## src/asm_pkg.sv

```systemverilog
// constants, op codes and types shared by both ends of the signature link
`default_nettype none
package asm_pkg;
  // ****************************************************************
  // widths
  // ****************************************************************
  localparam int OP_W = 8;
  localparam int NIB_W = 4;
  localparam int SIG_W = 16;
  localparam int EVT_W = 24;
  localparam int SOC_W = 12;
  localparam int DLY_W = 4;
  localparam int FIFO_DEPTH = 8;
  // ****************************************************************
  // timing
  // ****************************************************************
  localparam int CLK_NS = 8;
  localparam int WAVE_NS = 640;
  // history must cover the whole span, so round up
  localparam int WAVE_W = (WAVE_NS + CLK_NS - 1) / CLK_NS;
  localparam int WAVE_RD_W = 64;
  // ****************************************************************
  // values
  // ****************************************************************
  localparam logic [SIG_W-1:0] SIG_TAPS = 16'h8940;
  localparam logic [SIG_W-1:0] SIG_RST = 16'h0000;
  localparam logic [EVT_W-1:0] EVT_MAX = 24'hFFFFFF;
  // ****************************************************************
  // op codes
  // ****************************************************************
  localparam logic [7:0] OP_ON = 8'h00;
  localparam logic [7:0] OP_OFF = 8'hF0;
  localparam logic [7:0] OP_EN_MOD = 8'h10;
  localparam logic [7:0] OP_EN_HIGH = 8'h11;
  localparam logic [7:0] OP_CLK_MOD = 8'h12;
  localparam logic [7:0] OP_CLK_SYNC = 8'h13;
  localparam logic [7:0] OP_START_MOD = 8'h14;
  localparam logic [7:0] OP_START_SYNC = 8'h15;
  localparam logic [7:0] OP_STOP_MOD = 8'h16;
  localparam logic [7:0] OP_STOP_SYNC = 8'h17;
  localparam logic [7:0] OP_EN_LVL_HI = 8'h18;
  localparam logic [7:0] OP_EN_LVL_LO = 8'h19;
  localparam logic [7:0] OP_CLK_RISE = 8'h1A;
  localparam logic [7:0] OP_CLK_FALL = 8'h1B;
  localparam logic [7:0] OP_START_RISE = 8'h1C;
  localparam logic [7:0] OP_START_FALL = 8'h1D;
  localparam logic [7:0] OP_STOP_RISE = 8'h1E;
  localparam logic [7:0] OP_STOP_FALL = 8'h1F;
  localparam logic [3:0] OP_DLY_HI = 4'h2;
  localparam logic [7:0] OP_DISARM = 8'h28;
  localparam logic [7:0] OP_ARM = 8'h29;
  localparam logic [7:0] OP_SOC_OFF = 8'h2A;
  localparam logic [7:0] OP_SOC_ON = 8'h2B;
  localparam logic [7:0] OP_EDGE_OK = 8'h30;
  localparam logic [3:0] OP_SOC_LO = 4'h5;
  localparam logic [3:0] OP_SOC_MID = 4'h6;
  localparam logic [3:0] OP_SOC_HI = 4'h7;
  localparam logic [7:0] OP_STATUS = 8'h80;
  localparam logic [7:0] OP_RD_SIG = 8'h81;
  localparam logic [7:0] OP_RD_EVT = 8'h82;
  localparam logic [7:0] OP_RD_WAVE = 8'h83;
  localparam logic [7:0] OP_STEP = 8'h90;
  localparam logic [7:0] OP_CLR_SIG = 8'hB0;
  localparam logic [7:0] OP_CLR_EVT = 8'hC0;
  localparam logic [7:0] OP_CLR_WAVE = 8'hD0;
  localparam logic [7:0] OP_CLR_GATE = 8'hE0;
  // ****************************************************************
  // types
  // ****************************************************************
  typedef enum logic [1:0] {GS_IDLE, GS_ARMED, GS_OPEN, GS_DONE} asm_gate_e;
  typedef enum logic [1:0] {RS_SIG, RS_EVT, RS_WAVE} asm_rsel_e;
endpackage : asm_pkg
`default_nettype wire

```

## src/asm_pod_if.sv

```systemverilog
// pod bus between host tester and signature module
`timescale 1ns/1ps
`default_nettype none
interface asm_pod_if;
  logic host_select_strobe;
  logic op_valid;
  logic op_ready;
  logic [7:0] op_code;
  logic rd_valid;
  logic rd_ready;
  logic [3:0] rd_data;
  logic pod_side_handshake;
  modport dev (
    input host_select_strobe, op_valid, op_code, rd_ready,
    output op_ready, rd_valid, rd_data, pod_side_handshake
  );
  modport host (
    output host_select_strobe, op_valid, op_code, rd_ready,
    input op_ready, rd_valid, rd_data, pod_side_handshake
  );
endinterface : asm_pod_if
`default_nettype wire

```

## src/asm_dev.sv

```systemverilog
// signature module end of the pod bus: control, gate, crc, events, waveform
`timescale 1ns/1ps
`default_nettype none
module asm_dev #(
  parameter int DEPTH = asm_pkg::FIFO_DEPTH
) (
  // clock and reset
  input wire logic clk_i,
  input wire logic resetn_i,
  // pod bus
  asm_pod_if.dev pod,
  // probe and clock module
  input wire logic probe_data_i,
  input wire logic ck_clock_i,
  input wire logic ck_start_i,
  input wire logic ck_stop_i,
  input wire logic ck_enable_i,
  input wire logic pod_sync_i,
  // status
  output logic pod_isolate_o,
  output logic gate_open_o,
  output logic [asm_pkg::DLY_W-1:0] delay_sel_o
);
  import asm_pkg::*;

  // ****************************************************************
  // state
  // ****************************************************************
  logic sel_q, sel_d;
  logic en_high_q, en_high_d, en_low_q, en_low_d;
  logic clk_sync_q, clk_sync_d, clk_fall_q, clk_fall_d;
  logic edge_ok_q, edge_ok_d;
  logic start_sync_q, start_sync_d, start_fall_q, start_fall_d;
  logic stop_sync_q, stop_sync_d, stop_fall_q, stop_fall_d;
  logic soc_en_q, soc_en_d;
  logic [DLY_W-1:0] dly_q, dly_d;
  logic [SOC_W-1:0] soc_q, soc_d, gcnt_q, gcnt_d;
  asm_rsel_e rsel_q, rsel_d;
  asm_gate_e gate_q, gate_d;
  logic [SIG_W-1:0] sig_q, sig_d;
  logic [EVT_W-1:0] evt_q, evt_d;
  logic [WAVE_W-1:0] wave_q, wave_d;
  logic clk_p_q, start_p_q, stop_p_q;

  // ****************************************************************
  // edges and gating
  // ****************************************************************
  logic clk_src, start_src, stop_src, en_ok;
  logic clk_edge, start_edge, stop_edge, gclk, soc_hit;

  function automatic logic edge_of(input logic cur, input logic prev,
                                   input logic fall);
    edge_of = fall ? (prev & ~cur) : (~prev & cur);
  endfunction : edge_of

  assign clk_src = clk_sync_q ? pod_sync_i : ck_clock_i;
  assign start_src = start_sync_q ? pod_sync_i : ck_start_i;
  assign stop_src = stop_sync_q ? pod_sync_i : ck_stop_i;
  // falling clock edge only once edge choice is permitted
  assign clk_edge = edge_of(clk_src, clk_p_q, clk_fall_q & edge_ok_q);
  assign start_edge = edge_of(start_src, start_p_q, start_fall_q);
  assign stop_edge = edge_of(stop_src, stop_p_q, stop_fall_q);
  assign en_ok = en_high_q | (ck_enable_i ^ en_low_q);
  assign gclk = (gate_q == GS_OPEN) & clk_edge & en_ok;
  assign soc_hit = soc_en_q & gclk & (gcnt_q + SOC_W'(1) == soc_q);

  // ****************************************************************
  // op code path and read buffer
  // ****************************************************************
  logic op_take, push_v, push_rdy, is_push;
  logic [NIB_W-1:0] push_nib, status_nib;
  logic [7:0] op;

  assign op = pod.op_code;
  assign is_push = sel_q & ((op == OP_STATUS) | (op == OP_STEP));
  // reads stall the bus while the buffer is full
  assign pod.op_ready = ~is_push | push_rdy;
  assign op_take = pod.op_valid & pod.op_ready;
  assign push_v = pod.op_valid & is_push;
  assign status_nib = {gate_q == GS_OPEN, gate_q == GS_DONE,
                       gate_q == GS_ARMED, sel_q};

  always_comb begin
    push_nib = status_nib;
    if (op == OP_STEP) begin
      case (rsel_q)
        RS_SIG: push_nib = sig_q[SIG_W-1 -: NIB_W];
        RS_EVT: push_nib = evt_q[EVT_W-1 -: NIB_W];
        RS_WAVE: push_nib = wave_q[WAVE_RD_W-1 -: NIB_W];
        default: push_nib = '0;
      endcase
    end
  end

  asm_fifo #(.W(NIB_W), .D(DEPTH)) u_rdbuf (
    .clk_i(clk_i),
    .resetn_i(resetn_i),
    .in_valid_i(push_v),
    .in_ready_o(push_rdy),
    .in_data_i(push_nib),
    .out_valid_o(pod.rd_valid),
    .out_ready_i(pod.rd_ready),
    .out_data_o(pod.rd_data)
  );

  // ****************************************************************
  // next state
  // ****************************************************************
  always_comb begin
    sel_d = sel_q;
    en_high_d = en_high_q;
    en_low_d = en_low_q;
    clk_sync_d = clk_sync_q;
    clk_fall_d = clk_fall_q;
    edge_ok_d = edge_ok_q;
    start_sync_d = start_sync_q;
    start_fall_d = start_fall_q;
    stop_sync_d = stop_sync_q;
    stop_fall_d = stop_fall_q;
    soc_en_d = soc_en_q;
    dly_d = dly_q;
    soc_d = soc_q;
    rsel_d = rsel_q;
    gate_d = gate_q;
    sig_d = sig_q;
    evt_d = evt_q;
    wave_d = wave_q;
    gcnt_d = gcnt_q;
    // measurement sections
    if (gate_q == GS_OPEN) begin
      wave_d = {wave_q[WAVE_W-2:0], probe_data_i};
    end
    if (gclk) begin
      sig_d = {sig_q[SIG_W-2:0], probe_data_i ^ (^(sig_q & SIG_TAPS))};
      if (evt_q != EVT_MAX) begin
        evt_d = evt_q + EVT_W'(1);
      end
      gcnt_d = gcnt_q + SOC_W'(1);
    end
    case (gate_q)
      GS_ARMED: if (start_edge) gate_d = GS_OPEN;
      GS_OPEN: if (stop_edge | soc_hit) gate_d = GS_DONE;
      GS_IDLE, GS_DONE: gate_d = gate_q;
      default: gate_d = GS_IDLE;
    endcase
    // commands
    if (op_take && !sel_q) begin
      if (op == OP_ON && pod.host_select_strobe) begin
        sel_d = 1'b1;
      end
    end else if (op_take) begin
      case (op)
        OP_OFF: sel_d = 1'b0;
        OP_EN_MOD: en_high_d = 1'b0;
        OP_EN_HIGH: en_high_d = 1'b1;
        OP_CLK_MOD: clk_sync_d = 1'b0;
        OP_CLK_SYNC: clk_sync_d = 1'b1;
        OP_START_MOD: start_sync_d = 1'b0;
        OP_START_SYNC: start_sync_d = 1'b1;
        OP_STOP_MOD: stop_sync_d = 1'b0;
        OP_STOP_SYNC: stop_sync_d = 1'b1;
        OP_EN_LVL_HI: en_low_d = 1'b0;
        OP_EN_LVL_LO: en_low_d = 1'b1;
        OP_CLK_RISE: clk_fall_d = 1'b0;
        OP_CLK_FALL: clk_fall_d = 1'b1;
        OP_START_RISE: start_fall_d = 1'b0;
        OP_START_FALL: start_fall_d = 1'b1;
        OP_STOP_RISE: stop_fall_d = 1'b0;
        OP_STOP_FALL: stop_fall_d = 1'b1;
        OP_EDGE_OK: edge_ok_d = 1'b1;
        OP_DISARM: begin
          if (gate_q == GS_ARMED) gate_d = GS_IDLE;
        end
        OP_ARM: begin
          if (gate_q == GS_IDLE) gate_d = GS_ARMED;
        end
        OP_SOC_OFF: soc_en_d = 1'b0;
        OP_SOC_ON: soc_en_d = 1'b1;
        OP_RD_SIG: rsel_d = RS_SIG;
        OP_RD_EVT: rsel_d = RS_EVT;
        OP_RD_WAVE: rsel_d = RS_WAVE;
        OP_STEP: begin
          // all three shift together; host picks one by the select
          sig_d = {sig_q[SIG_W-NIB_W-1:0], NIB_W'(0)};
          evt_d = {evt_q[EVT_W-NIB_W-1:0], NIB_W'(0)};
          wave_d = {wave_q[WAVE_W-NIB_W-1:0], NIB_W'(0)};
        end
        OP_CLR_SIG: sig_d = SIG_RST;
        OP_CLR_EVT: evt_d = '0;
        OP_CLR_WAVE: wave_d = '0;
        OP_CLR_GATE: begin
          gate_d = GS_IDLE;
          gcnt_d = '0;
        end
        default: begin
          if (op[7:4] == OP_DLY_HI && !op[3]) begin
            dly_d[op[2:1]] = op[0];
          end else if (op[7:4] == OP_SOC_LO) begin
            soc_d[3:0] = op[3:0];
          end else if (op[7:4] == OP_SOC_MID) begin
            soc_d[7:4] = op[3:0];
          end else if (op[7:4] == OP_SOC_HI) begin
            soc_d[11:8] = op[3:0];
          end
        end
      endcase
    end
  end

  // ****************************************************************
  // registers
  // ****************************************************************
  always_ff @(posedge clk_i) begin
    if (!resetn_i) begin
      sel_q <= 1'b0;
      en_high_q <= 1'b0;
      en_low_q <= 1'b0;
      clk_sync_q <= 1'b0;
      clk_fall_q <= 1'b0;
      edge_ok_q <= 1'b0;
      start_sync_q <= 1'b0;
      start_fall_q <= 1'b0;
      stop_sync_q <= 1'b0;
      stop_fall_q <= 1'b0;
      soc_en_q <= 1'b0;
      dly_q <= '0;
      soc_q <= '0;
      rsel_q <= RS_SIG;
      gate_q <= GS_IDLE;
      sig_q <= SIG_RST;
      evt_q <= '0;
      wave_q <= '0;
      gcnt_q <= '0;
      clk_p_q <= 1'b0;
      start_p_q <= 1'b0;
      stop_p_q <= 1'b0;
    end else begin
      sel_q <= sel_d;
      en_high_q <= en_high_d;
      en_low_q <= en_low_d;
      clk_sync_q <= clk_sync_d;
      clk_fall_q <= clk_fall_d;
      edge_ok_q <= edge_ok_d;
      start_sync_q <= start_sync_d;
      start_fall_q <= start_fall_d;
      stop_sync_q <= stop_sync_d;
      stop_fall_q <= stop_fall_d;
      soc_en_q <= soc_en_d;
      dly_q <= dly_d;
      soc_q <= soc_d;
      rsel_q <= rsel_d;
      gate_q <= gate_d;
      sig_q <= sig_d;
      evt_q <= evt_d;
      wave_q <= wave_d;
      gcnt_q <= gcnt_d;
      clk_p_q <= clk_src;
      start_p_q <= start_src;
      stop_p_q <= stop_src;
    end
  end

  assign pod_isolate_o = sel_q;
  assign pod.pod_side_handshake = sel_q;
  assign gate_open_o = (gate_q == GS_OPEN);
  assign delay_sel_o = dly_q;
endmodule : asm_dev
`default_nettype wire

```

## src/asm_fifo.sv

```systemverilog
// small synchronous fifo with valid/ready on both sides
`timescale 1ns/1ps
`default_nettype none
module asm_fifo #(
  parameter int W = 4,
  parameter int D = 8
) (
  // clock and reset
  input wire logic clk_i,
  input wire logic resetn_i,
  // fill side
  input wire logic in_valid_i,
  output logic in_ready_o,
  input wire logic [W-1:0] in_data_i,
  // drain side
  output logic out_valid_o,
  input wire logic out_ready_i,
  output logic [W-1:0] out_data_o
);
  localparam int AW = $clog2(D);
  logic [W-1:0] mem_q [D];
  logic [AW-1:0] wp_q, wp_d, rp_q, rp_d;
  logic [AW:0] cnt_q, cnt_d;
  logic push, pop;

  function automatic logic [AW-1:0] inc(input logic [AW-1:0] p);
    inc = (p == AW'(D - 1)) ? '0 : p + AW'(1);
  endfunction : inc

  assign in_ready_o = (cnt_q != (AW+1)'(D));
  assign out_valid_o = (cnt_q != '0);
  assign out_data_o = mem_q[rp_q];
  assign push = in_valid_i & in_ready_o;
  assign pop = out_valid_o & out_ready_i;

  always_comb begin
    wp_d = push ? inc(wp_q) : wp_q;
    rp_d = pop ? inc(rp_q) : rp_q;
    cnt_d = cnt_q + (AW+1)'(push) - (AW+1)'(pop);
  end

  always_ff @(posedge clk_i) begin
    if (!resetn_i) begin
      wp_q <= '0;
      rp_q <= '0;
      cnt_q <= '0;
    end else begin
      wp_q <= wp_d;
      rp_q <= rp_d;
      cnt_q <= cnt_d;
    end
  end

  // storage needs no reset; nothing reads it until written
  always_ff @(posedge clk_i) begin
    if (push) begin
      mem_q[wp_q] <= in_data_i;
    end
  end
endmodule : asm_fifo
`default_nettype wire

```

## src/flat_wrapper.sv

```systemverilog
// flat-port wrapper written by rule: the top's interface ports become plain ports
module asm_dev_flat import asm_pkg::*;
#(
  parameter int DEPTH = asm_pkg::FIFO_DEPTH
)
  (clk_i, resetn_i, probe_data_i, ck_clock_i, ck_start_i, ck_stop_i, ck_enable_i, pod_sync_i, pod_isolate_o, gate_open_o, delay_sel_o, pod_host_select_strobe, pod_op_valid, pod_op_code, pod_rd_ready, pod_op_ready, pod_rd_valid, pod_rd_data, pod_pod_side_handshake);
  asm_pod_if pod_i ();
  input wire logic clk_i;
  input wire logic resetn_i;
  input wire logic probe_data_i;
  input wire logic ck_clock_i;
  input wire logic ck_start_i;
  input wire logic ck_stop_i;
  input wire logic ck_enable_i;
  input wire logic pod_sync_i;
  output logic pod_isolate_o;
  output logic gate_open_o;
  output logic [asm_pkg::DLY_W-1:0] delay_sel_o;
  input wire logic [$bits(pod_i.host_select_strobe)-1:0] pod_host_select_strobe;
  input wire logic [$bits(pod_i.op_valid)-1:0] pod_op_valid;
  input wire logic [$bits(pod_i.op_code)-1:0] pod_op_code;
  input wire logic [$bits(pod_i.rd_ready)-1:0] pod_rd_ready;
  output wire logic [$bits(pod_i.op_ready)-1:0] pod_op_ready;
  output wire logic [$bits(pod_i.rd_valid)-1:0] pod_rd_valid;
  output wire logic [$bits(pod_i.rd_data)-1:0] pod_rd_data;
  output wire logic [$bits(pod_i.pod_side_handshake)-1:0] pod_pod_side_handshake;
  assign pod_i.host_select_strobe = pod_host_select_strobe;
  assign pod_i.op_valid = pod_op_valid;
  assign pod_i.op_code = pod_op_code;
  assign pod_i.rd_ready = pod_rd_ready;
  assign pod_op_ready = pod_i.op_ready;
  assign pod_rd_valid = pod_i.rd_valid;
  assign pod_rd_data = pod_i.rd_data;
  assign pod_pod_side_handshake = pod_i.pod_side_handshake;
  asm_dev #(.DEPTH(DEPTH)) u_core (.clk_i(clk_i), .resetn_i(resetn_i), .pod(pod_i), .probe_data_i(probe_data_i), .ck_clock_i(ck_clock_i), .ck_start_i(ck_start_i), .ck_stop_i(ck_stop_i), .ck_enable_i(ck_enable_i), .pod_sync_i(pod_sync_i), .pod_isolate_o(pod_isolate_o), .gate_open_o(gate_open_o), .delay_sel_o(delay_sel_o));
endmodule
```

## config.mk

```make
export PLATFORM = sky130hd
export DESIGN_NAME = asm_dev_flat
export DESIGN_NICKNAME = d
export VERILOG_FILES = /design/src/asm_pkg.sv /design/src/asm_pod_if.sv /design/src/asm_dev.sv /design/src/asm_fifo.sv /design/src/flat_wrapper.sv
export SDC_FILE = /design/constraint.sdc
export NUM_CORES = 1
export LEC_CHECK = 0
export BUFFER_PORTS_ARGS = -buffer_cell sky130_fd_sc_hd__buf_4
export CORE_MARGIN = 5
export CORE_UTILIZATION = 62
export CTS_CLUSTER_DIAMETER = 120
export CTS_CLUSTER_SIZE = 25
export DETAILED_ROUTE_END_ITERATION = 12
export PLACE_DENSITY_LB_ADDON = 0.08
export SYNTH_ARGS = -nofsm -noshare
export SYNTH_HDL_FRONTEND = slang
export SYNTH_HIERARCHICAL = 1
export SYNTH_SLANG_ARGS = --single-unit
```

## constraint.sdc

```tcl
create_clock -name clk_i -period 4.3 [get_ports clk_i]
set_input_delay 0.86 -clock clk_i [delete_from_list [all_inputs] [get_ports clk_i]]
set_output_delay 0.86 -clock clk_i [all_outputs]
set_load 0.05 [all_outputs]
```

# Word-level counts from Yosys, hierarchy flattened
# Memories as Yosys holds them, arrays and structs flattened. A register that Yosys moved wholly into a read port is not among the register bits.
# Index checks and enable logic that the tools add are counted.
# totals
reg_bits,176
ram_bits,32
out_inout_bits,13
mem_count,1
# memory_table
memory,words,width,rd,rd_clocked_by_memory_dff,wr,line,rtl
u_core.u_rdbuf.mem_q,8,4,1,1,1,asm_fifo.sv:21,logic [W-1:0] mem_q [D];
# op_classes
add_sub_neg,6
order_cmp,2
eq_ne,46
muxes,56
n_bitwise,34
reduce_logical,41
# ops
op,n
$mux 80,3
$pmux 80 s2,1
$eq 8x5->1 const B,16
$mux 24,4
$eq 8x8->1 const B,10
$mux 12,4
$mux 16,3
$pmux 24 s2,1
$eq 8x6->1 const B,5
$reduce_and 3->1,12
$pmux 16 s2,1
$reduce_or 30->1,1
$add 24x1->24 const B,1
$ne 24x24->1 const B,1
$reduce_bool 2->1,11
$pmux 1 s2,9
$pmux 2 s3,3
$and 1x1->1,16
$reduce_xor 16->1,1
$mux 1,13
$add 12x1->12 const B,1
$eq 12x12->1,1
$eq 4x3->1 const B,3
$mux 2,6
other kinds (30),58

# Depth between registers and ports, before layout
# Gate-level depths: netlist of the first run.
# logic_depth
word_depth,15
mapped_depth,11
depth_no_buf,10

# By module
# The synthesis of the first run kept the hierarchy.
# modules_own_cells
module,instances,cells_per_inst,area_each_um2,seq_area_each_um2
asm_dev,1,848,7204.4,3002.9
asm_fifo,1,123,1933.1,1221.2

# Worst setup path before layout of the first run
# OpenSTA, ideal clock, no wires.
# synth_path
path_type,input to register
from,input port pod_op_code[0]
to,register u_core.u_rdbuf.cnt_q[2]
setup_ps,115
arrival_ps,3364
required_ps,4185
path_slack_ps,821
path_stages,10
path_cell_list,or4_1 > clkbuf_1 > nor4_1 > nand2_2 > ha_1 > inv_1 > ha_1 > fa_1 > xor2_1 > and2_1
# synth_between
elab_chain_len,7
# synth_lines
item,line,rtl
from (decl),flat_wrapper.sv:21,input wire logic [$bits(pod_i.op_code)-1:0] pod_op_code;
$eq 8x8->1,asm_dev.sv:75,assign is_push = sel_q & ((op == OP_STATUS) | (op == OP_STEP));
$or 1x1->1 (*),asm_dev.sv:75,
$and 1x1->1 (*),asm_dev.sv:75,
$and 1x1->1 (*),asm_dev.sv:79,assign push_v = pod.op_valid & is_push;
net u_core.push_v,asm_dev.sv:70,"logic op_take, push_v, push_rdy, is_push;"
$and 1x1->1 (*),asm_fifo.sv:33,assign push = in_valid_i & in_ready_o;
$add 4x1->4 (*),asm_fifo.sv:39,cnt_d = cnt_q + (AW+1)'(push) - (AW+1)'(pop);
$sub 4x1->4 (*),asm_fifo.sv:39,
to (signal assigned),asm_fifo.sv:50,cnt_q <= cnt_d;
to (decl),asm_fifo.sv:23,"logic [AW:0] cnt_q, cnt_d;"
# The timed path passes the listed nets; every way through them passes the cells marked *.
# A chain may end at the register's enable or synchronous reset.

# Worst setup path in the final report of the first run
# Ends and elaborated chain as after synthesis.

==> key figures, run 1 <==
Pwr
  • Leak: 3.41 nW
  • Clock power frac: 38.1%
  • P_int: 2.77 mW
  • P per Cell Area: 371 mW/mm^2
  • Switching power of the nets: 0.928 mW
  • Register share of total power: 51.6%
  • Max VDD drop: 0.000285 V
  • Post-layout total power: 3.70 mW
  • Sw Share: 25.1%
  • Comb pwr share: 10.3%

Route
  • Wire per inst: 16.1 um
  • DR vias/cell: 5.95
  • DR iter-0 viols: 631
  • DRT Pass-1 Iters: 5
  • # DRC: 0
  • Vias: 6,927
  • Routed Antenna Nets: 0
  • Drt total wl: 18.7 mm

GRT
  • Vias in the first global route: 6,552
  • Initial antenna violation count: 1
  • Pin count of the biggest net entering global routing: 65
  • First-pass GRT wire length: 31.7 mm
  • Total global-route track usage: 21.7%
  • GR Overflow Total: 0

Critical path
  • Kind of critical path: input port to flip-flop
  • Slowest stage delay, CP: 700 ps
  • Worst Path Arrival: 3880 ps
  • Largest delay share family, worst path: simple AND/OR/NAND/NOR gates
  • Crit start category: input port
  • Critical Path RT: 4620 ps
  • Critical path peak fanout: 23
  • Most frequent CP cell: ha_1
  • Critical path cell sequence: buf_4, or4_1, nor4_1, nand2_2, ha_1, inv_1, ha_1, fa_1, xor2_1, and2_1
  • Buf/Inv on CP: 2
  • Setup crit end kind: flip-flop
  • Flop-to-flop setup slack: 1230 ps
  • Crit path max-delay cell type: or4_1

Yosys
  • Synth Cell Area: 0.00914 sq mm
  • Seq/Total Area, Yosys: 46.2%
  • Async SR Flop Fraction: 0%
  • FF+latch count, synth: 195
  • Instance count of the mapped netlist: 971
  • Mean Syn Cell Area: 9.41 sq um
  • EDFF count, synth: 32
  • Yosys cell types: 65
  • Syn_nets: 1,003
  • Warnings from Yosys: 6
  • Post-synth top flop: dfxtp_1

Worst hold path
  • Min-delay worst type: flip-flop to flip-flop

Clock tree
  • CTS tree: yes
  • CTS max path bufs: 2
  • CTS clock-pin slew for the worst setup and hold paths: 70 ps
  • CTS Sinks: 195
  • H-tree levels: 4
  • Clk root buf: clkbuf_16
  • Clk_lat worst skew: 430 ps
  • Setup Fix Bufs, Post-CTS: 0
  • # hold bufs at CTS: 0
  • Resized cells post-CTS: 0
  • Num CTS Buffers: 17

Layout
  • Filler cells: 1,142
  • Synth-to-layout area growth: 9.23%
  • Post-Layout Inst Area: 0.00998 sq mm
  • Layout cell share with drive strength beyond 1: 8.98%
  • Seq. cell area: 0.00422 sq mm
  • Nets: 999
  • Multi-input gate area: 0.00464 sq mm

Placed design
  • Placed cell area: 0.00946 sq mm
  • GP Congestion: 0.868
  • Hpwl dp: 12.6 mm
  • Port Buf Inserts: 31
  • Post-place setup slack: 338 ps

STA
  • Peak Freq: 281 MHz
  • Post-layout minimum cycle time: 3560 ps
  • Final hold violations: 0
  • Worst Max-Slew Pin Slew: 1040 ps
  • Setup total negative slack: 0 ps
  • Worst slew margin: 30.1%
  • Finish-stage setup viols: 0
  • Skew final: 9.40 ps
  • Slew Viols, Final: 0
  • Fin Hold WS: 470 ps
  • RSZ-0062 raised after global routing: false
  • Fin worst setup slack: 743 ps
  • Period Utilization, post-route: 82.7%

Floorplanning
  • Initial Utilization: 63.1%
  • Io pins: 32
  • Core Region: 0.0145 sq mm
  • Die W: 131 um
  • Die area: 0.0173 sq mm
  • Die Span Y: 131 um
  • Rows: 44

Run status
  • Outcome: complete, no violations

Job
  • MaxCap Viol Count: 0
-- metal layers --
metal | GRT usage [%] | up-vias | share of wire, %
met4 | 6.34 | 0 | 1.3
met3 | 5.66 | 23 | 5.5
met2 | 34.2 | 177 | 47
met5 | 0 | - | 0
met1 | 29.5 | 3317 | 46
li1 | - | 3410 | -
-- Yosys cell counts (20+ instances only) --
cell type | number | share of area (%)
a21oi_1 | 20 | 1.1
clkbuf_1 | 50 | 2.1
dfxtp_1 | 163 | 36
edfxtp_1 | 32 | 11
mux2i_1 | 103 | 11
nand2_1 | 165 | 6.8
nand3_1 | 30 | 1.6
nand4_1 | 21 | 1.4
nor2_1 | 42 | 1.7
nor2b_1 | 26 | 1.8
o21ai_0 | 92 | 5.0
xnor2_1 | 21 | 2.0
xor2_1 | 31 | 3.0
-- worst register-to-register path, cell delays in order (launching register included) --
cell and delay (ps):
dfxtp_1 390, nand2b_1 590, inv_2 280, o21ai_0 160, nor2_2 760, buf_4 360
nand3_1 110, xor2_1 170, o21ai_0 170
-- layout make-up --
type | count | share of cell area, %
Antenna cell | 1 | 0.0251
Clock buffer | 18 | 4.30
Clock inverter | 14 | 0.890
Inverter | 11 | 0.414
Multi-Input combinational cell | 702 | 46.5
Sequential cell | 195 | 42.3
Tap cell | 184 | 2.31
Timing Repair Buffer | 40 | 3.26
-- state kept, by name (all words and copies together) (netlist names), 2 cells and up, named ones only --
name and cells:
u_core/u_rdbuf/mem_q 32, u_core/sig_q 16, u_core/evt_q 24, u_core/soc_q 12, u_core/u_rdbuf/cnt_q 4, u_core/wave_q 64, u_core/gate_q 2, u_core/rsel_q 2
u_core/delay_sel_o 4, u_core/gcnt_q 12, u_core/u_rdbuf/rp_q 3, u_core/u_rdbuf/wp_q 3
-- cell usage in the layout (no fill, tap or decap), types with 8 or more instances in the layout --
master,n
xnor2_1,21
o21ai_1,9
edfxtp_1,32
and2_1,9
mux4_1,8
nor3_1,14
xor2_1,31
a21boi_0,10
mux2i_1,103
nor2b_1,26
buf_4,38
inv_1,10
nand3_1,30
clkbuf_16,17
ha_1,12
nand2b_1,10
nand4_1,21
and3_1,16
nor2_1,41
o21ai_0,92
nand2_1,165
dfxtp_1,163
a21oi_1,20
-- cells by family (layout without fill, tap and decap cells) --
kind of cell | count (synthesis) | in the layout | share of synthesized area, %
adders and majority gates | 13 | 13 | 1.86
buffers and inverters | 74 | 83 | 3.27
other | 0 | 1 | 0
xor gates and xnor gates | 52 | 52 | 4.98
AOI/OAI and AO/OA | 153 | 153 | 9.71
muxes | 116 | 116 | 14.2
DFF | 195 | 195 | 46.2
and+or+nand+nor | 368 | 368 | 19.7
-- power groups by stage --
| stage | clock network [mW] | logic [mW] | registers, mW |
|---|---|---|---|
| after floorplan | 0 | 0.295 | 1.94 |
| after global placement | 0 | 0.357 | 1.95 |
| after detailed placement | 0 | 0.373 | 1.95 |
| after CTS | 1.44 | 0.380 | 1.91 |
| after global routing | 1.52 | 0.415 | 1.91 |
| final | 1.41 | 0.380 | 1.91 |
-- final timing paths --
kind	startpoint	end	cells after the start
max	pod_op_code[0]	u_core/u_rdbuf/cnt_q[2]	10
min	u_core/delay_sel_o[2]	u_core/delay_sel_o[2]	2
max reg2reg	u_core/gate_q[0]	u_core/evt_q[6]	8
min reg2reg	u_core/delay_sel_o[2]	u_core/delay_sel_o[2]	2
-- through the flow --
step                instances  utilization, %
floorplan                 971               -
CTS                      1164            68.9
global route             1164            68.9
global placement         1132            65.3
detailed placement       1132            65.3
finish                   1165            68.9
Note: power is estimated with default switching activity, not from simulation.
==> inputs of run 2 (changes only) <==
ABC_AREA = 1   (was not set)
CORE_UTILIZATION = 63   (was 62)
clock period = 3.65 ns   (was 4.3 ns; I/O delays follow)
==> key figures, run 2 <==
Clock tree
  • CTS tree: yes
  • H-tree levels: 4 (unchanged)
  • Resized cells post-CTS: 0 (unchanged)
  • Setup Fix Bufs, Post-CTS: 0 (unchanged)
  • CTS Sinks: 195 (unchanged)
  • CTS clock-pin slew for the worst setup and hold paths: 70 ps (about the same)
  • CTS max path bufs: 2 (unchanged)
  • Clk_lat worst skew: 430 ps (about the same)
  • Num CTS Buffers: 17 (unchanged)
  • Clk root buf: clkbuf_16
  • # hold bufs at CTS: 0 (unchanged)

Job
  • MaxCap Viol Count: 0 (unchanged)

Layout
  • Max reg flops: 64 (unchanged)
  • Post-Layout Inst Area: 0.0111 sq mm (+11%)
  • Commonest non-fill, non-tap cells in the layout: nand2_1, inv_1, dfxtp_1
  • Most common cell after layout, fill and taps aside: nand2_1
  • Multi-input gate area: 0.00477 sq mm (+2.8%)
  • Top flop regs: u_core/wave_q: 64 flops, u_core/u_rdbuf/mem_q: 32 flops, u_core/evt_q: 24 flops
  • Fin util: 70.2% (+1.2 points)
  • Filler cells: 1,388 (+22%)
  • Ant diodes: 0 (-1)
  • Register with the most flip-flops: u_core/wave_q
  • Layout cell share with drive strength beyond 1: 8.08% (-0.90 points)
  • Seq. cell area: 0.00422 sq mm (unchanged)
  • Nets: 1,480 (+48%)
  • Synth-to-layout area growth: 9.80%
  • Non-filler cells, final: 1,677 (+44%)

Route
  • Vias: 9,158 (+32%)
  • DR iter-0 viols: 747 (+18%)
  • # DRC: 0 (unchanged)
  • Routed Antenna Nets: 0 (unchanged)
  • Wire per inst: 13.6 um (-15%)
  • Drt total wl: 22.8 mm (+22%)
  • DRT Pass-1 Iters: 7 (+2)
  • DR vias/cell: 5.46 (-8.2%)

STA
  • Worst slew margin: 34.0% (+3.9 points)
  • Fin Hold WS: 470 ps (-0.526 ps)
  • Setup total negative slack: 0 ps (unchanged)
  • RSZ-0062 raised after global routing: false
  • Final hold violations: 0 (unchanged)
  • Skew final: 9.19 ps (-0.215 ps)
  • Period Utilization, post-route: 80.3%
  • Peak Freq: 341 MHz
  • Fin worst setup slack: 720 ps (-23.6 ps)
  • Slew Viols, Final: 0 (unchanged)
  • Worst Max-Slew Pin Slew: 990 ps (-51.6 ps)
  • Finish-stage setup viols: 0 (unchanged)
  • Post-layout minimum cycle time: 2930 ps

Pwr
  • Comb pwr share: 13.0% (+2.7 points)
  • Register share of total power: 46.3% (-5.3 points)
  • Clock power frac: 40.7% (+2.6 points)
  • P_int: 3.57 mW (+29%)
  • Max VDD drop: 0.000415 V (+46%)
  • Leak: 4.22 nW (+24%)
  • Switching power of the nets: 1.35 mW (+45%)
  • Post-layout total power: 4.92 mW (+33%)
  • Sw Share: 27.4% (+2.3 points)
  • P per Cell Area: 443 mW/mm^2 (+19%)

GRT
  • First-pass GRT wire length: 38.7 mm (+22%)
  • GR Overflow Total: 0 (unchanged)
  • Initial antenna violation count: 0 (-1)
  • Vias in the first global route: 8,239 (+26%)
  • Pin count of the biggest net entering global routing: 127 (+95%)
  • Total global-route track usage: 25.4% (+3.8 points)

Placed design
  • Inst Count DP: 1,645 (+45%)
  • Placed cell area: 0.0105 sq mm (+11%)
  • Port Buf Inserts: 31 (unchanged)
  • GP Congestion: 0.947 (+9.2%)
  • Post-place setup slack: 569 ps (+231 ps)
  • Hpwl dp: 15.8 mm (+25%)

Yosys
  • Yosys cell types: 48 (-26%)
  • Post-synth top cells: nand2_1, inv_1, dfxtp_1
  • Syn_nets: 1,476 (+47%)
  • Synth area leader: dfxtp_1
  • EDFF count, synth: 32 (unchanged)
  • Top-area cell type share of the netlist area: 32.3% (-3.5 points)
  • Instance count of the mapped netlist: 1,444 (+49%)
  • Most frequent cell after synthesis: nand2_1
  • Post-synth top flop: dfxtp_1
  • Warnings from Yosys: 6 (unchanged)
  • Seq/Total Area, Yosys: 41.8% (-4.5 points)
  • Synth area leaders: dfxtp_1, nand2_1, edfxtp_1
  • Mean Syn Cell Area: 7.00 sq um (-26%)
  • Async SR Flop Fraction: 0% (unchanged)
  • Synth Cell Area: 0.0101 sq mm (+11%)
  • FF+latch count, synth: 195 (unchanged)

Floorplanning
  • Rows: 46 (+4.5%)
  • Die Span Y: 137 um (+4.0%)
  • Initial Utilization: 63.9% (+0.80 points)
  • Core Region: 0.0158 sq mm (+9.3%)
  • Io pins: 32 (unchanged)
  • Die area: 0.0187 sq mm (+8.2%)
  • Die W: 137 um (+4.0%)

Critical path
  • Worst Path Arrival: 2200 ps (-1680 ps)
  • Setup crit end kind: output port
  • Critical path cell sequence: inv_2, nor2_4, buf_4, buf_4
  • Critical Path RT: 2920 ps (-1700 ps)
  • Slowest stage delay, CP: 750 ps (+50 ps)
  • Crit path max-delay cell type: buf_4
  • R2R depth: 10 (+2)
  • Flop-to-flop setup slack: 1100 ps (-130 ps)
  • Crit start category: flip-flop
  • Critical path peak fanout: 126 (+450%)
  • Kind of critical path: flip-flop to output port
  • Most frequent CP cell: buf_4

Run status
  • Outcome: complete, no violations

Worst hold path
  • Min-delay worst type: flip-flop to flip-flop
  • Hold path depth: 2 (unchanged)
run 2: cell types whose count changed in the layout (fill, tap and decap cells not counted), moves of 48 or more:
cell / previous run / this run
nor2_1: 41 / 112
mux2i_1: 103 / 0
nand3_1: 30 / 139
nand2_1: 165 / 324
inv_1: 10 / 207
o21ai_0: 92 / 140
run 2: cell families after synthesis:
logic type,after synthesis,synth area share (%)
and+or+nand+nor,671,29.7
AOI/OAI and AO/OA,261,14.0
buffers and inverters,284,11.1
DFF,195,41.8
xor gates and xnor gates,20,1.73
adders and majority gates,13,1.68
run 2: area by class of cell:
| type | instances | area share, % |
|---|---|---|
| clock buffer | 18 | 4.06 |
| clock inverter | 14 | 1.71 |
| inverter | 222 | 7.55 |
| multi-input combinational | 965 | 42.9 |
| sequential | 195 | 38.0 |
| tap | 216 | 2.43 |
| timing repair buffer | 47 | 3.29 |
run 2: critical path, delay by kind of cell (launching register included):
kind | cells | cell delay (ps)
buf+inv | 3 | 1170
flops | 1 | 460
simple gates | 1 | 110
run 2: routing by layer:
metal,vias to the layer above,part of all wire [%],GRT usage [%]
met4,0,1.0,6.33
met3,23,4.6,4.60
met1,4189,47,35.3
li1,4724,-,-
met2,222,47,41.3
met5,-,0,0
run 2: worst paths after layout:
check	start	end
worst max-delay path	u_core/gate_q[1]	gate_open_o
worst min-delay path	u_core/en_high_q	u_core/en_high_q
worst max register to register	u_core/pod.pod_side_handshake	u_core/u_rdbuf/cnt_q[2]
worst min register to register	u_core/en_high_q	u_core/en_high_q
run 2: power groups by stage:
stage	Combinational, mW	Clock (mW)	Sequential, mW
after floorplan	0.526	0	2.29
after global placement	0.625	0	2.33
final	0.639	2.00	2.28
after CTS	0.645	2.04	2.28
after global routing	0.718	2.15	2.29
after detailed placement	0.640	0	2.33
==> inputs of run 3 (changes only) <==
CORE_UTILIZATION = 57   (was 63)
clock period = 2.5 ns   (was 3.65 ns; I/O delays follow)
==> key figures, run 3 (synthesis gave the netlist of run 2 again) <==
Run status
  • Outcome: complete, no violations

Placed design
  • Placed cell area: 0.0107 sq mm (+2.6%)
  • Hpwl dp: 16.2 mm (+3.0%)
  • Port Buf Inserts: 31 (unchanged)
  • GP Congestion: 0.917 (-3.2%)

Critical path
  • Slowest stage delay, CP: 450 ps (-300 ps)
  • Critical path peak fanout: 126 (unchanged)
  • Buf/Inv on CP: 3 (unchanged)
  • Crit start category: flip-flop
  • Setup crit end kind: output port
  • Critical path cell sequence: inv_2, nor2_4, buf_12, buf_4
  • Kind of critical path: flip-flop to output port
  • Worst Path Arrival: 1770 ps (-430 ps)
  • Critical Path RT: 2000 ps (-920 ps)
  • Flop-to-flop setup slack: 260 ps (-840 ps)
  • Crit path max-delay cell type: dfxtp_1
  • Largest delay share family, worst path: buffers and inverters

Clock tree
  • H-tree levels: 4 (unchanged)
  • Clk root buf: clkbuf_16
  • Resized cells post-CTS: 0 (unchanged)
  • Clk_lat worst skew: 430 ps (about the same)
  • Setup Fix Bufs, Post-CTS: 0 (unchanged)
  • CTS Sinks: 195 (unchanged)
  • CTS tree: yes
  • CTS clock-pin slew for the worst setup and hold paths: 70 ps (about the same)
  • # hold bufs at CTS: 0 (unchanged)
  • Num CTS Buffers: 17 (unchanged)
  • CTS max path bufs: 2 (unchanged)

STA
  • Finish-stage setup viols: 0 (unchanged)
  • Skew final: 8.75 ps (-0.436 ps)
  • RSZ-0062 raised after global routing: false
  • Worst slew margin: 57.4% (+23 points)
  • Post-layout minimum cycle time: 2270 ps
  • Setup total negative slack: 0 ps (unchanged)
  • Peak Freq: 441 MHz
  • Final hold violations: 0 (unchanged)
  • Period Utilization, post-route: 90.6%
  • Worst Max-Slew Pin Slew: 635 ps (-355 ps)
  • Slew Viols, Final: 0 (unchanged)

Floorplanning
  • Io pins: 32 (unchanged)
  • Die W: 143 um (+4.8%)
  • Rows: 48 (+4.3%)
  • Die area: 0.0205 sq mm (+9.7%)
  • Die Span Y: 143 um (+4.8%)
  • Core Region: 0.0174 sq mm (+9.7%)
  • Initial Utilization: 58.3% (-5.6 points)

Pwr
  • Leak: 4.33 nW (+2.5%)
  • Max VDD drop: 0.000774 V (+86%)
  • P per Cell Area: 612 mW/mm^2 (+38%)

Route
  • Routed Antenna Nets: 0 (unchanged)
  • DRT Pass-1 Iters: 5 (-2)
  • Wire per inst: 13.5 um (-0.46%)
  • Drt total wl: 23.2 mm (+1.7%)
  • # DRC: 0 (unchanged)
  • DR vias/cell: 5.29 (-3.1%)
  • DR iter-0 viols: 784 (+5.0%)
  • Vias: 9,064 (-1.0%)

GRT
  • Vias in the first global route: 8,322 (+1.0%)
  • Total global-route track usage: 23.1% (-2.3 points)
  • GR Overflow Total: 0 (unchanged)
  • Pin count of the biggest net entering global routing: 127 (unchanged)
  • First-pass GRT wire length: 39.1 mm (+1.0%)
  • Initial antenna violation count: 0 (unchanged)

Layout
  • Register with the most flip-flops: u_core/wave_q
  • Max reg flops: 64 (unchanged)
  • Nets: 1,508 (+1.9%)
  • Ant diodes: 0 (unchanged)
  • Layout cell share with drive strength beyond 1: 9.74% (+1.7 points)
  • Most common cell after layout, fill and taps aside: nand2_1
  • Fin util: 65.1% (-5.1 points)
  • Post-Layout Inst Area: 0.0113 sq mm (+1.7%)
  • Synth-to-layout area growth: 11.7%
  • Commonest non-fill, non-tap cells in the layout: nand2_1, inv_1, dfxtp_1
  • Top flop regs: u_core/wave_q: 64 flops, u_core/u_rdbuf/mem_q: 32 flops, u_core/evt_q: 24 flops

Worst hold path
  • Min-delay worst type: input port to flip-flop

Job
  • MaxCap Viol Count: 0 (unchanged)
run 3: metal layers:
metal | GRT usage [%] | vias to the layer above | wire length, um
met2 | 38.5 | 164 | 11100
met3 | 3.99 | 27 | 866
met5 | 0 | - | 0
met4 | 6.29 | 0 | 323
li1 | - | 4771 | -
met1 | 31.3 | 4102 | 10900
run 3: worst paths after layout:
kind | cells after the start | startpoint | endpoint
hold / removal | 3 | probe_data_i | u_core/wave_q[0]
setup / recovery | 4 | u_core/gate_q[1] | gate_open_o
setup reg to reg | 15 | u_core/gcnt_q[1] | u_core/gate_q[0]
hold reg to reg | 2 | u_core/delay_sel_o[3] | u_core/delay_sel_o[3]
run 3: stage by stage:
step                      instances  total power [mW]  setup WS, ps  hold slack [ps]
after floorplan                1444              4.12          4.58              438
after global routing           1713              7.21          30.9              378
after global placement         1682              4.35         -1.93              448
after CTS                      1713              6.98           203              361
final                          1713              6.92           234              377
after detailed placement       1682              4.36         -25.3              459
run 3: layout make-up:
cell class	instances	area (sq um)
Fill cell	1560	6060
Sequential cell	195	4230
Clock buffer	23	500
Clock inverter	8	62.6
Timing Repair Buffer	75	601
Multi-Input combinational cell	965	4780
Inverter	222	838
Tap cell	225	282
run 3: where the power goes:
part	total, mW	internal, mW	leakage [nW]	switching (mW)
Combinational	0.979	0.325	2.44	0.654
Sequential	3.32	3.24	1.62	0.0783
Clock	2.62	1.43	0.272	1.19
Total	6.92	4.99	4.33	1.92
run 3: tightest hold or removal path: cells and delay by family:
family	cells	cell delay (ps)
buffers and inverters	1	120
AO/OA/AOI/OAI	1	50
AND/OR/NAND/NOR	1	90
